## config.mk

```make
export PLATFORM = sky130hd
export DESIGN_NAME = ipc_ctrl
export DESIGN_NICKNAME = d
export VERILOG_FILES = /design/src/ipc_baud_tick.v /design/src/ipc_ctrl.v
export VERILOG_INCLUDE_DIRS = /design/src /design/src/src
export SDC_FILE = /design/constraint.sdc
export NUM_CORES = 1
export LEC_CHECK = 0
export BUFFER_PORTS_ARGS = -buffer_cell sky130_fd_sc_hd__clkbuf_2
export CAP_MARGIN = 20
export CORE_MARGIN = 2
export CORE_UTILIZATION = 50
export DETAILED_ROUTE_END_ITERATION = 7
export GPL_TIMING_DRIVEN = 1
export HOLD_SLACK_MARGIN = 0.15
export PLACE_DENSITY = 0.77
export SKIP_CTS_REPAIR_TIMING = 1
export SYNTH_ARGS = -nofsm -noshare
export SYNTH_HDL_FRONTEND = slang
export SYNTH_SLANG_ARGS = --single-unit
```

## constraint.sdc

```tcl
create_clock -name pclk -period 2.4 [get_ports pclk]
set_clock_uncertainty 0.05 [all_clocks]
set_input_delay 0.6 -clock pclk [delete_from_list [all_inputs] [get_ports pclk]]
set_output_delay 0.6 -clock pclk [all_outputs]
set_load 0.005 [all_outputs]
```

## src/ipc_regs.vh

```
// register map, field positions and mode codes of the i2c port control block
//------------------------------------------------------------
// Operation
//------------------------------------------------------------
// Operation
// - master transmit: buffer write while bus not ready sets write collision flag.
// - slave transmit: buffer write during shifting sets write collision flag.
// - in receive the write collision flag is don't-care.
// - byte received while buffer still full sets overflow flag; software clears.
// - port enable hands SDA/SCL to the port; clear returns them to I/O.
// - slave: clock release 1 frees SCL, 0 stretches; unused in master.
// - mode 1111: slave, 10-bit address, start/stop interrupts.
// - mode 1110: slave, 7-bit address, start/stop interrupts.
// - mode 1011: firmware-driven master, slave function idle; the code runs the hardware master engine here as in 1000.
// - mode 1000: master, SCL = clock / (4 * (baud reload + 1)).
// - mode 0111 slave 10-bit, 0110 slave 7-bit, no start/stop interrupts.
// - any other mode code gives no i2c mode.
// - slave: general call enable raises interrupt on general call address.
// - master receive end: acknowledge sequence sends the ack value bit.
// - ack sequence start drives acknowledge on SDA/SCL, then self-clears.
// - start enable makes start and self-clears in master; stretch enable in slave.
// - when not idle, sequence bit sets and buffer writes are ignored.
`ifndef IPC_REGS_VH
`define IPC_REGS_VH
//------------------------------------------------------------
// byte addresses
//------------------------------------------------------------
`define IPC_ADDR_CTL1 8'h00
`define IPC_ADDR_CTL2 8'h04
`define IPC_ADDR_BUF 8'h08
`define IPC_ADDR_RELOAD 8'h0C
`define IPC_ADDR_ISTAT 8'h10
`define IPC_ADDR_IMASK 8'h14
`define IPC_ADDR_STAT 8'h18
//------------------------------------------------------------
// reset values
//------------------------------------------------------------
`define IPC_RST_CTL1 8'h00
`define IPC_RST_CTL2 8'h00
`define IPC_RST_BYTE 8'h00
`define IPC_RST_IRQ 4'h0
//------------------------------------------------------------
// control one fields
//------------------------------------------------------------
`define IPC_C1_WRITE_COLLISION_FLAG 7
`define IPC_C1_OVF 6
`define IPC_C1_EN 5
`define IPC_C1_CKP 4
//------------------------------------------------------------
// control two fields
//------------------------------------------------------------
`define IPC_C2_GENERAL_CALL_ENABLE 7
`define IPC_C2_ACK_STATUS 6
`define IPC_C2_ACK_VALUE 5
`define IPC_C2_ACK_SEQUENCE_START 4
`define IPC_C2_RECEIVE_ENABLE_BIT 3
`define IPC_C2_PEN 2
`define IPC_C2_REPEATED_START_ENABLE 1
`define IPC_C2_SEN 0
//------------------------------------------------------------
// mode codes
//------------------------------------------------------------
`define IPC_MODE_S10_INT 4'hF
`define IPC_MODE_S7_INT 4'hE
`define IPC_MODE_FW_MASTER 4'hB
`define IPC_MODE_MASTER 4'h8
`define IPC_MODE_S10 4'h7
`define IPC_MODE_S7 4'h6
//------------------------------------------------------------
// interrupt status bits and bus constants
//------------------------------------------------------------
`define IPC_IRQ_DONE 0
`define IPC_IRQ_START 1
`define IPC_IRQ_STOP 2
`define IPC_IRQ_GCALL 3
`define IPC_GCALL_ADDR 8'h00
`define IPC_TEN_PREFIX 5'h1E
`endif
```

## src/ipc_baud_tick.v

```verilog
// quarter-bit tick generator for the hardware master
`timescale 1ns/100ps
module ipc_baud_tick #(
  parameter RW = 8
) (
  input wire pclk, // system clock
  input wire presetn, // async reset, active low
  input wire ce, // clock enable
  input wire run, // count while high
  input wire [RW-1:0] reload, // divider reload value
  output reg tick // one-cycle pulse every reload+1 cycles
);
  reg [RW-1:0] cnt_r;

  // four ticks make one SCL period, so SCL = pclk / (4 * (reload + 1))
  always @(posedge pclk or negedge presetn) begin
    if (!presetn) begin
      cnt_r <= {RW{1'b0}};
      tick <= 1'b0;
    end else if (ce) begin
      if (!run) begin
        cnt_r <= {RW{1'b0}};
        tick <= 1'b0;
      end else if (cnt_r == reload) begin
        cnt_r <= {RW{1'b0}};
        tick <= 1'b1;
      end else begin
        cnt_r <= cnt_r + {{(RW-1){1'b0}}, 1'b1};
        tick <= 1'b0;
      end
    end
  end
endmodule // ipc_baud_tick

```

## src/ipc_ctrl.v

```verilog
// i2c port control and status block with apb register access
//
// The implementer's own choices: the placing of the registers and the APB interface to the registers.
`timescale 1ns/100ps
`include "ipc_regs.vh"
module ipc_ctrl (
  input wire pclk, // system clock
  input wire presetn, // async reset, active low
  input wire ce, // clock enable, freezes all state when low
  input wire psel, // apb select
  input wire penable, // apb enable
  input wire pwrite, // apb direction
  input wire [7:0] paddr, // apb byte address
  input wire [31:0] pwdata, // apb write data
  output wire pready, // apb ready
  output wire pslverr, // apb error on unmapped address
  output reg [31:0] prdata, // apb read data
  input wire sda_in, // sda level
  output wire sda_out, // sda drive value, always low
  output reg sda_oe_n, // low while pulling sda low
  input wire scl_in, // scl level
  output wire scl_out, // scl drive value, always low
  output reg scl_oe_n, // low while pulling scl low
  output wire pins_owned, // high while port owns sda/scl
  output wire irq // level interrupt
);
  //------------------------------------------------------------
  // states
  //------------------------------------------------------------
  localparam [6:0] ST_IDLE = 7'h01;
  localparam [6:0] ST_START = 7'h02;
  localparam [6:0] ST_RSTART = 7'h04;
  localparam [6:0] ST_STOP = 7'h08;
  localparam [6:0] ST_TX = 7'h10;
  localparam [6:0] ST_RX = 7'h20;
  localparam [6:0] ST_ACK = 7'h40;

  //------------------------------------------------------------
  // decode helpers
  //------------------------------------------------------------
  function is_slave;
    input [3:0] m;
    begin
      is_slave = (m == `IPC_MODE_S10_INT) | (m == `IPC_MODE_S7_INT) |
                 (m == `IPC_MODE_S10) | (m == `IPC_MODE_S7);
    end
  endfunction

  function is_master;
    input [3:0] m;
    begin
      is_master = (m == `IPC_MODE_MASTER) | (m == `IPC_MODE_FW_MASTER);
    end
  endfunction

  function addr_ok;
    input [7:0] a;
    begin
      addr_ok = (a == `IPC_ADDR_CTL1) | (a == `IPC_ADDR_CTL2) | (a == `IPC_ADDR_BUF) |
                (a == `IPC_ADDR_RELOAD) | (a == `IPC_ADDR_ISTAT) |
                (a == `IPC_ADDR_IMASK) | (a == `IPC_ADDR_STAT);
    end
  endfunction

  //------------------------------------------------------------
  // state
  //------------------------------------------------------------
  reg [7:0] ctl1_r, ctl2_r, buf_r, reload_r, sr_r;
  reg buf_full_r, ld_r;
  reg [3:0] imask_r, istat_r;
  reg [3:0] iset;
  reg [6:0] state_r;
  reg [1:0] ph_r;
  reg [3:0] cnt_r, s_cnt_r;
  reg m_sda_r, m_scl_r, scl_q, sda_q;
  reg s_act_r, s_addr_r, s_sel_r, s_tx_r, s_sda_low_r, s_str_r;
  wire tick;

  wire port_en = ctl1_r[`IPC_C1_EN];
  // unlisted codes (spi or reserved) fall through both decoders
  wire m_mode = port_en & is_master(ctl1_r[3:0]);
  wire s_mode = port_en & is_slave(ctl1_r[3:0]);
  wire ss_ints = ctl1_r[3];
  wire ten_bit = ctl1_r[0];
  wire eng_idle = (state_r == ST_IDLE);
  wire m_idle = eng_idle & ~(|ctl2_r[4:0]);
  wire acc = psel & penable & pready;
  wire wr = acc & pwrite & addr_ok(paddr);
  wire rd = acc & ~pwrite & addr_ok(paddr);
  wire [7:0] byte_in = {sr_r[6:0], sda_in};
  wire scl_rise = scl_in & ~scl_q;
  wire scl_fall = ~scl_in & scl_q;
  wire start_det = scl_in & scl_q & sda_q & ~sda_in;
  wire stop_det = scl_in & scl_q & ~sda_q & sda_in;
  // slave holds stretching SCL only once it is already low
  wire stall = m_scl_r & ~scl_in;
  wire step = tick & ~stall;
  wire s_busy_tx = s_act_r & s_sel_r & s_tx_r & ~s_addr_r & (s_cnt_r != 4'h0);
  wire addr_hit = ten_bit ? (byte_in[7:3] == `IPC_TEN_PREFIX) &
                            (byte_in[2:1] == reload_r[2:1])
                          : (byte_in[7:1] == reload_r[7:1]);
  wire gcall = (byte_in == `IPC_GCALL_ADDR) & ctl2_r[`IPC_C2_GENERAL_CALL_ENABLE];

  assign pready = ce & ld_r;
  assign pslverr = psel & penable & ~addr_ok(paddr);
  assign sda_out = 1'b0;
  assign scl_out = 1'b0;
  assign pins_owned = port_en;
  assign irq = |(istat_r & imask_r);

  ipc_baud_tick #(.RW(8)) u_tick (
    .pclk(pclk),
    .presetn(presetn),
    .ce(ce),
    .run(m_mode & ~eng_idle),
    .reload(reload_r),
    .tick(tick)
  );

  //------------------------------------------------------------
  // interrupt status, set wins over write-one-clear
  //------------------------------------------------------------
  genvar gi;
  generate
    for (gi = 0; gi < 4; gi = gi + 1) begin : g_ist
      always @(posedge pclk or negedge presetn) begin
        if (!presetn)
          istat_r[gi] <= 1'b0;
        else if (ce) begin
          if (iset[gi])
            istat_r[gi] <= 1'b1;
          else if (wr && paddr == `IPC_ADDR_ISTAT && pwdata[gi])
            istat_r[gi] <= 1'b0;
        end
      end
    end
  endgenerate

  //------------------------------------------------------------
  // apb read data, captured in the setup cycle
  //------------------------------------------------------------
  always @(posedge pclk or negedge presetn) begin
    if (!presetn) begin
      prdata <= 32'h0000_0000;
      ld_r <= 1'b0;
    end else if (ce) begin
      // a setup edge lost to a stall is made up by one wait state
      ld_r <= psel & ~(penable & ld_r);
      if (psel && !(penable && ld_r)) begin
        case (paddr)
          `IPC_ADDR_CTL1: prdata <= {24'h000000, ctl1_r};
          `IPC_ADDR_CTL2: prdata <= {24'h000000, ctl2_r};
          `IPC_ADDR_BUF: prdata <= {24'h000000, buf_r};
          `IPC_ADDR_RELOAD: prdata <= {24'h000000, reload_r};
          `IPC_ADDR_ISTAT: prdata <= {28'h0000000, istat_r};
          `IPC_ADDR_IMASK: prdata <= {28'h0000000, imask_r};
          `IPC_ADDR_STAT: prdata <= {27'h0000000, port_en, s_tx_r, s_act_r,
                                     ~m_idle, buf_full_r};
          default: prdata <= 32'h0000_0000;
        endcase
      end
    end
  end

  //------------------------------------------------------------
  // pin drivers, open drain
  //------------------------------------------------------------
  always @(posedge pclk or negedge presetn) begin
    if (!presetn) begin
      sda_oe_n <= 1'b1;
      scl_oe_n <= 1'b1;
      scl_q <= 1'b1;
      sda_q <= 1'b1;
    end else if (ce) begin
      scl_q <= scl_in;
      sda_q <= sda_in;
      sda_oe_n <= ~(port_en & ((m_mode & ~m_sda_r) | (s_mode & s_sda_low_r)));
      // clock release only matters to the slave; master drive ignores it
      scl_oe_n <= ~(port_en & ((m_mode & ~m_scl_r) |
                  (s_mode & s_str_r & ~ctl1_r[`IPC_C1_CKP] & ~scl_in)));
    end
  end

  //------------------------------------------------------------
  // registers, master engine and slave receiver/transmitter
  //------------------------------------------------------------
  always @(posedge pclk or negedge presetn) begin
    if (!presetn) begin
      ctl1_r <= `IPC_RST_CTL1;
      ctl2_r <= `IPC_RST_CTL2;
      buf_r <= `IPC_RST_BYTE;
      reload_r <= `IPC_RST_BYTE;
      sr_r <= `IPC_RST_BYTE;
      buf_full_r <= 1'b0;
      imask_r <= `IPC_RST_IRQ;
      iset <= 4'h0;
      state_r <= ST_IDLE;
      ph_r <= 2'h0;
      cnt_r <= 4'h0;
      s_cnt_r <= 4'h0;
      m_sda_r <= 1'b1;
      m_scl_r <= 1'b1;
      s_act_r <= 1'b0;
      s_addr_r <= 1'b0;
      s_sel_r <= 1'b0;
      s_tx_r <= 1'b0;
      s_sda_low_r <= 1'b0;
      s_str_r <= 1'b0;
    end else if (ce) begin
      iset <= 4'h0;
      // software writes first; hardware sets below override them
      if (wr) begin
        case (paddr)
          `IPC_ADDR_CTL1: ctl1_r <= pwdata[7:0];
          `IPC_ADDR_CTL2: begin
            ctl2_r[7:5] <= pwdata[7:5];
            if (m_mode) begin
              if (m_idle)
                ctl2_r[4:0] <= pwdata[4:0];
            end else
              ctl2_r[`IPC_C2_SEN] <= pwdata[`IPC_C2_SEN];
          end
          `IPC_ADDR_BUF: begin
            if (m_mode) begin
              if (m_idle) begin
                sr_r <= pwdata[7:0];
                buf_r <= pwdata[7:0];
                state_r <= ST_TX;
                ph_r <= 2'h0;
                cnt_r <= 4'h0;
              end else
                ctl1_r[`IPC_C1_WRITE_COLLISION_FLAG] <= 1'b1;
            end else if (s_busy_tx)
              ctl1_r[`IPC_C1_WRITE_COLLISION_FLAG] <= 1'b1;
            else begin
              buf_r <= pwdata[7:0];
              buf_full_r <= 1'b1;
            end
          end
          `IPC_ADDR_RELOAD: reload_r <= pwdata[7:0];
          `IPC_ADDR_IMASK: imask_r <= pwdata[3:0];
          default: ;
        endcase
      end
      if (rd && paddr == `IPC_ADDR_BUF)
        buf_full_r <= 1'b0;

      // hardware master: one request at a time, others dropped
      if (m_mode && eng_idle && !(wr && paddr == `IPC_ADDR_BUF)) begin
        ph_r <= 2'h0;
        cnt_r <= 4'h0;
        if (ctl2_r[`IPC_C2_SEN]) begin
          state_r <= ST_START;
          ctl2_r[4:0] <= 5'h01;
        end else if (ctl2_r[`IPC_C2_REPEATED_START_ENABLE]) begin
          state_r <= ST_RSTART;
          ctl2_r[4:0] <= 5'h02;
        end else if (ctl2_r[`IPC_C2_PEN]) begin
          state_r <= ST_STOP;
          ctl2_r[4:0] <= 5'h04;
        end else if (ctl2_r[`IPC_C2_RECEIVE_ENABLE_BIT]) begin
          state_r <= ST_RX;
          ctl2_r[4:0] <= 5'h08;
        end else if (ctl2_r[`IPC_C2_ACK_SEQUENCE_START]) begin
          state_r <= ST_ACK;
          ctl2_r[4:0] <= 5'h10;
        end
      end else if (m_mode && step) begin
        ph_r <= ph_r + 2'h1;
        case (state_r)
          ST_START: begin
            if (ph_r == 2'h0) begin
              m_sda_r <= 1'b1;
              m_scl_r <= 1'b1;
            end
            if (ph_r == 2'h1)
              m_sda_r <= 1'b0;
            if (ph_r == 2'h2)
              m_scl_r <= 1'b0;
          end
          ST_RSTART: begin
            if (ph_r == 2'h0)
              m_sda_r <= 1'b1;
            if (ph_r == 2'h1)
              m_scl_r <= 1'b1;
            if (ph_r == 2'h2)
              m_sda_r <= 1'b0;
            if (ph_r == 2'h3)
              m_scl_r <= 1'b0;
          end
          ST_STOP: begin
            if (ph_r == 2'h0)
              m_sda_r <= 1'b0;
            if (ph_r == 2'h1)
              m_scl_r <= 1'b1;
            if (ph_r == 2'h2)
              m_sda_r <= 1'b1;
          end
          ST_TX, ST_RX, ST_ACK: begin
            if (ph_r == 2'h0) begin
              if (state_r == ST_TX)
                m_sda_r <= (cnt_r == 4'h8) ? 1'b1 : sr_r[7];
              else if (state_r == ST_ACK)
                m_sda_r <= ctl2_r[`IPC_C2_ACK_VALUE];
              else
                m_sda_r <= 1'b1;
            end
            if (ph_r == 2'h1)
              m_scl_r <= 1'b1;
            if (ph_r == 2'h2) begin
              if (state_r == ST_TX && cnt_r == 4'h8)
                ctl2_r[`IPC_C2_ACK_STATUS] <= sda_in;
              else if (state_r != ST_ACK)
                sr_r <= byte_in;
            end
            if (ph_r == 2'h3) begin
              m_scl_r <= 1'b0;
              cnt_r <= cnt_r + 4'h1;
            end
          end
          default: state_r <= ST_IDLE;
        endcase
        if (ph_r == 2'h3 && (state_r == ST_START || state_r == ST_RSTART ||
            state_r == ST_STOP || state_r == ST_ACK ||
            (state_r == ST_TX && cnt_r == 4'h8) || (state_r == ST_RX && cnt_r == 4'h7))) begin
          state_r <= ST_IDLE;
          ctl2_r[4:0] <= 5'h00;
          iset[`IPC_IRQ_DONE] <= 1'b1;
          if (state_r == ST_RX) begin
            if (buf_full_r)
              ctl1_r[`IPC_C1_OVF] <= 1'b1;
            else begin
              buf_r <= sr_r;
              buf_full_r <= 1'b1;
            end
          end
        end
      end

      // slave side, idle in firmware master mode
      if (ctl1_r[`IPC_C1_CKP])
        s_str_r <= 1'b0;
      if (s_mode) begin
        if (start_det) begin
          s_act_r <= 1'b1;
          s_addr_r <= 1'b1;
          s_cnt_r <= 4'h0;
          s_sel_r <= 1'b0;
          s_tx_r <= 1'b0;
          iset[`IPC_IRQ_START] <= ss_ints;
        end else if (stop_det) begin
          s_act_r <= 1'b0;
          s_sel_r <= 1'b0;
          s_str_r <= 1'b0;
          s_sda_low_r <= 1'b0;
          iset[`IPC_IRQ_STOP] <= ss_ints;
        end else if (s_act_r && scl_rise) begin
          if (s_cnt_r == 4'h8) begin
            s_cnt_r <= 4'h0;
            s_addr_r <= 1'b0;
            if (s_sel_r && s_tx_r && !s_addr_r) begin
              if (sda_in)
                s_sel_r <= 1'b0;
              else begin
                sr_r <= buf_r;
                buf_full_r <= 1'b0;
              end
            end
            if (s_sel_r && (ctl2_r[`IPC_C2_SEN] || (s_tx_r && !sda_in))) begin
              s_str_r <= 1'b1;
              ctl1_r[`IPC_C1_CKP] <= 1'b0;
            end
          end else begin
            sr_r <= byte_in;
            s_cnt_r <= s_cnt_r + 4'h1;
            if (s_cnt_r == 4'h7) begin
              if (s_addr_r) begin
                if (addr_hit || gcall) begin
                  s_sel_r <= 1'b1;
                  s_tx_r <= sda_in;
                  iset[`IPC_IRQ_DONE] <= 1'b1;
                  iset[`IPC_IRQ_GCALL] <= gcall;
                  if (sda_in) begin
                    sr_r <= buf_r;
                    buf_full_r <= 1'b0;
                  end
                end
              end else if (s_sel_r && !s_tx_r) begin
                iset[`IPC_IRQ_DONE] <= 1'b1;
                if (buf_full_r)
                  ctl1_r[`IPC_C1_OVF] <= 1'b1;
                else begin
                  buf_r <= byte_in;
                  buf_full_r <= 1'b1;
                end
              end
            end
          end
        end
        if (s_act_r && scl_fall)
          s_sda_low_r <= s_sel_r && ((s_cnt_r == 4'h8 && (s_addr_r || !s_tx_r)) ||
                         (s_cnt_r < 4'h8 && s_tx_r && !s_addr_r && !sr_r[7]));
      end

      // disabling the port drops every bus activity
      if (!port_en) begin
        state_r <= ST_IDLE;
        m_sda_r <= 1'b1;
        m_scl_r <= 1'b1;
        s_act_r <= 1'b0;
        s_sel_r <= 1'b0;
        s_str_r <= 1'b0;
        s_sda_low_r <= 1'b0;
      end
    end
  end
endmodule // ipc_ctrl

```

==> PnR_summary.wiki <==
{| class="wikitable"
! Metric !! Value
|-
| Pin count of the biggest net entering global routing || 47
|-
| Synth warn || 0
|-
| Post-route insts no fill || 1000
|-
| Data required time at the worst endpoint || 2.64 ns
|-
| Number of hold-slack violations in the final timing report || 0
|-
| Routing usage on met3 || 0.0714
|-
| Wire length of the first global-routing pass || 32100 µm
|-
| Power density over cell area || between 400 and 500 mW/mm²
|-
| TritonCTS clock tree || done
|-
| Die ar. || roughly 0.014 mm²
|-
| Run status || finished with violations
|-
| Placeable core region || between 0.01 and 0.015 mm²
|-
| Placed Instances || a little under 1k
|-
| Yosys top cell area share || 0.350
|-
| Final clock period utilization by the worst path || 1.03
|-
| Detailed-route vias per instance || 6.29
|-
| Antenna violations before repair || 0
|-
| Most repeated library cell on the critical path || sky130_fd_sc_hd__buf_6
|-
| Worst Slack Setup Final || -0.0696 ns
|-
| Initial core utilization || 0.507
|-
| Worst-margin pin slew || 0.667 ns
|-
| Sort of element at the end of the critical path || register
|-
| Total via count after detailed routing || around 6.3k
|-
| Worst reg2reg setup slack || -0.07 ns
|-
| CTS root buffer || sky130_fd_sc_hd__clkbuf_16
|-
| Violated checks || setup timing
|-
| Max frequency || a little over 400 MHz
|-
| Slowest cell on the critical path || sky130_fd_sc_hd__a2111o_1
|-
| Number of design-rule violations left by the first detailed-router iteration || 638
|-
| Wire length per cell || 20.3 µm
|-
| Static Leak || around 3.5 nW
|-
| Top area cells in the synthesized netlist || sky130_fd_sc_hd__dfrtp_1 35%, sky130_fd_sc_hd__mux2_2 3.9%, sky130_fd_sc_hd__nand2_1 3.9%
|-
| Total buffers and inverters traversed by the critical path || 3
|-
| Final core utilization || 0.600
|-
| Clock latency on the worst-skew pair || 0.36 ns
|-
| Asr flop ratio synth || 1.00
|-
| Post-route ant nets || 0
|-
| Fin nets || 876
|-
| Most frequent cell after synthesis || sky130_fd_sc_hd__dfrtp_1
|-
| Post-Synth Adder-Cell Area || 0.0169
|-
| Post-synthesis xor/xnor area fraction || 0.0250
|-
| Sequence of cells on the critical path || buf_6, nor4_4, buf_4, nand2_2, a2111o_1, buf_6, or3_1, nand3_1, a221o_1
|-
| Gr busiest metal || met2
|-
| Clock transition time at the flip-flop clock pins of the worst setup and hold paths || around 0.070 ns
|-
| RSZ-0062 raised after global routing || true
|-
| EDFF count, synth || 0
|-
| Die Ht || 119 µm
|-
| Num Clock Sinks || 100
|-
| Layout overhead on the synthesized area || 18.5%
|-
| First-pass iteration count of the detailed router || 6
|-
| Synth Area in Compound Gates || 0.207
|-
| Worst reg2reg path endpoint || sr_r[7]
|-
| Startpoint of the most critical register-to-register path || state_r[2]
|-
| Maximum ir drop on the vdd rail || ~380 µV
|-
| Max-Slew Margin vs Limit || 0.552
|-
| Routability cong. || 1.01
|-
| Multiplexer share of the synthesized area || 0.0908
|-
| Count of pins on the block boundary || 88
|-
| Primary flip-flop cell chosen by synthesis mapping || sky130_fd_sc_hd__dfrtp_1
|-
| Post-synthesis cell count || 723
|-
| Largest driver fanout on the critical path || 5
|-
| Pins Over Slew Limit || 0
|-
| Met1 routing resource usage after global routing || 0.367
|-
| Sequential-to-total area share from yosys stat || 0.377
|-
| Number of port buffers || 37
|-
| Setup-failing EPs final || 1
|-
| Largest family of logic cells by synthesized area || compound AO/OA/AOI/OAI gates
|-
| WL final || 20300 µm
|-
| Floorplan row count || 42
|-
| Path depth of the worst reg2reg path || 9
|-
| # DRC || 0
|-
| Final setup TNS || -0.0696 ns
|-
| Critical path startpoint category || register
|-
| Global-route track usage on met2 || 0.462
|-
| Critical path data arrival time || between 2 and 3 ns
|-
| CTS H-Tree Depth || 3
|-
| Layout cells sized above 1 || 0.249
|-
| Overall global routing resource usage || 0.288
|-
| Total of max-cap violations || 0
|-
| Total congestion overflow after global routing || 0
|-
| Diodes inserted || 0
|-
| Type of the setup path with the least slack || reg2reg
|-
| Vias in the first global route || just over 6k
|-
| Worst hold path type || in2async
|-
| Simple logic cell fraction of the synthesized area || 0.206
|-
| Largest delay share family, worst path || simple AND/OR/NAND/NOR gates
|-
| Largest buffer count on any clock path || 2
|-
| Overall Power || 3.68 mW
|-
| Number of storage elements in the synthesis netlist || 100
|-
| Average cell area after synthesis || 9.20 µm²
|-
| Post-synth design cell area || ~0.0067 mm²
|-
| Unique masters post-synth || between 70 and 80
|-
| Number of buffers inserted during clock tree synthesis || 9
|-
| Cell taking the most area after synthesis || sky130_fd_sc_hd__dfrtp_1
|-
| Die Width || 119 µm
|-
| Peak per-stage delay on the critical path || ~0.56 ns
|-
| Min cycle time layout || 2.47 ns
|-
| Path length in cells of the critical path || 9
|-
| Most frequent cells after synthesis || 93 x sky130_fd_sc_hd__dfrtp_1, 69 x sky130_fd_sc_hd__nand2_1, 48 x sky130_fd_sc_hd__nor2_1
|-
| HPWL after DPL || 15000 µm
|}
## stage by stage
stage | hold WS, ns | instance area (µm²) | setup slack [ns]
after floorplan | 0.254 | 6790 | -0.0533
after global placement | 0.418 | 7410 | -0.0581
after detailed placement | 0.420 | 7410 | -0.111
after CTS | 0.193 | 7720 | -0.0930
after global routing | 0.206 | 7890 | -0.109
final | 0.180 | 7890 | -0.0696
## worst max-delay path by stage
stage	start	end	slack, ns
final	state_r[2]	sr_r[7]	-0.07
after CTS	state_r[0]	sr_r[6]	-0.09
after global routing	state_r[2]	sr_r[7]	-0.11
after global placement	paddr[4]	ctl2_r[5]	-0.06
after detailed placement	paddr[4]	sr_r[6]	-0.11
after floorplan	paddr[4]	sr_r[6]	-0.05
## power breakdown
| part | total (mW) | switching, mW | leakage (nW) | internal (mW) |
|---|---|---|---|---|
| sequential | 1.80 | 0.0658 | 1.29 | 1.73 |
| clock | 1.52 | 0.669 | 0.153 | 0.846 |
| combinational | 0.369 | 0.222 | 2.06 | 0.147 |
| total | 3.68 | 0.957 | 3.51 | 2.72 |
## sequential cells by signal (all words and copies together), names as in the netlist, 7 cells and up
| name | cells |
|---|---|
| ctl2_r | 8 |
| reload_r | 8 |
| sr_r | 8 |
| u_tick.cnt_r | 8 |
| buf_r | 8 |
| prdata | 8 |
| ctl1_r | 8 |
| state_r | 7 |
## cells by family after synthesis
| logic type | count (synthesis) |
|---|---|
| fa+ha+maj | 9 |
| flops | 100 |
| xor+xnor | 19 |
| mux | 50 |
| buf+inv | 90 |
| other cells | 1 |
| compound gates | 199 |
| simple gates | 255 |
## layout by cell type, fill, tap and decap left out, types with 5 or more instances in the layout
cell and instances:
sky130_fd_sc_hd__nand4_1 14, sky130_fd_sc_hd__nand2b_1 10, sky130_fd_sc_hd__ha_1 9, sky130_fd_sc_hd__mux4_2 6, sky130_fd_sc_hd__dfrtp_1 91, sky130_fd_sc_hd__o21ai_0 45
sky130_fd_sc_hd__nand2_1 66, sky130_fd_sc_hd__conb_1 26, sky130_fd_sc_hd__nand3_1 20, sky130_fd_sc_hd__inv_1 26, sky130_fd_sc_hd__buf_4 80, sky130_fd_sc_hd__nor3_1 25
sky130_fd_sc_hd__mux2_2 23, sky130_fd_sc_hd__nand3b_1 7, sky130_fd_sc_hd__o2bb2ai_1 8, sky130_fd_sc_hd__clkbuf_16 9, sky130_fd_sc_hd__nor2b_1 9, sky130_fd_sc_hd__clkbuf_2 36
sky130_fd_sc_hd__o22ai_1 13, sky130_fd_sc_hd__clkinv_4 5, sky130_fd_sc_hd__a221o_1 6, sky130_fd_sc_hd__a21oi_1 29, sky130_fd_sc_hd__o211ai_1 7, sky130_fd_sc_hd__a211oi_1 7
sky130_fd_sc_hd__a22oi_1 6, sky130_fd_sc_hd__and3_1 6, sky130_fd_sc_hd__nor4_1 5, sky130_fd_sc_hd__or3_1 6, sky130_fd_sc_hd__xnor2_1 15, sky130_fd_sc_hd__nor2_1 48
sky130_fd_sc_hd__a21o_1 8, sky130_fd_sc_hd__mux2i_1 20, sky130_fd_sc_hd__and2_1 6, sky130_fd_sc_hd__a22o_1 11, sky130_fd_sc_hd__dfstp_2 7, sky130_fd_sc_hd__a31oi_1 9
sky130_fd_sc_hd__a32o_1 5, sky130_fd_sc_hd__o31ai_1 7
## routing by layer
| layer | share of wire | routed length, µm | vias to the layer above |
|---|---|---|---|
| met3 | 0.090 | 1820 | 69 |
| met2 | 0.47 | 9600 | 331 |
| li1 | - | - | 2830 |
| met5 | 0 | 0 | - |
| met4 | 0.046 | 939 | 0 |
| met1 | 0.39 | 7940 | 3056 |
## layout make-up
type | instances | area [µm²]
Clock buffer | 10 | 239
Clock inverter | 6 | 73.8
Fill cell | 1105 | 5250
Inverter | 26 | 97.6
Multi-Input combinational cell | 559 | 3850
Sequential cell | 100 | 2510
Tap cell | 176 | 220
Timing Repair Buffer | 123 | 895
## worst reg2reg max path, cell delays in order, from the launching register on
cell and delay (ns):
sky130_fd_sc_hd__dfrtp_2 0.44, sky130_fd_sc_hd__buf_6 0.14, sky130_fd_sc_hd__nor4_4 0.22, sky130_fd_sc_hd__buf_4 0.17, sky130_fd_sc_hd__nand2_2 0.06, sky130_fd_sc_hd__a2111o_1 0.56
sky130_fd_sc_hd__buf_6 0.20, sky130_fd_sc_hd__or3_1 0.31, sky130_fd_sc_hd__nand3_1 0.11, sky130_fd_sc_hd__a221o_1 0.13
Power figures use the tool's default switching activity.
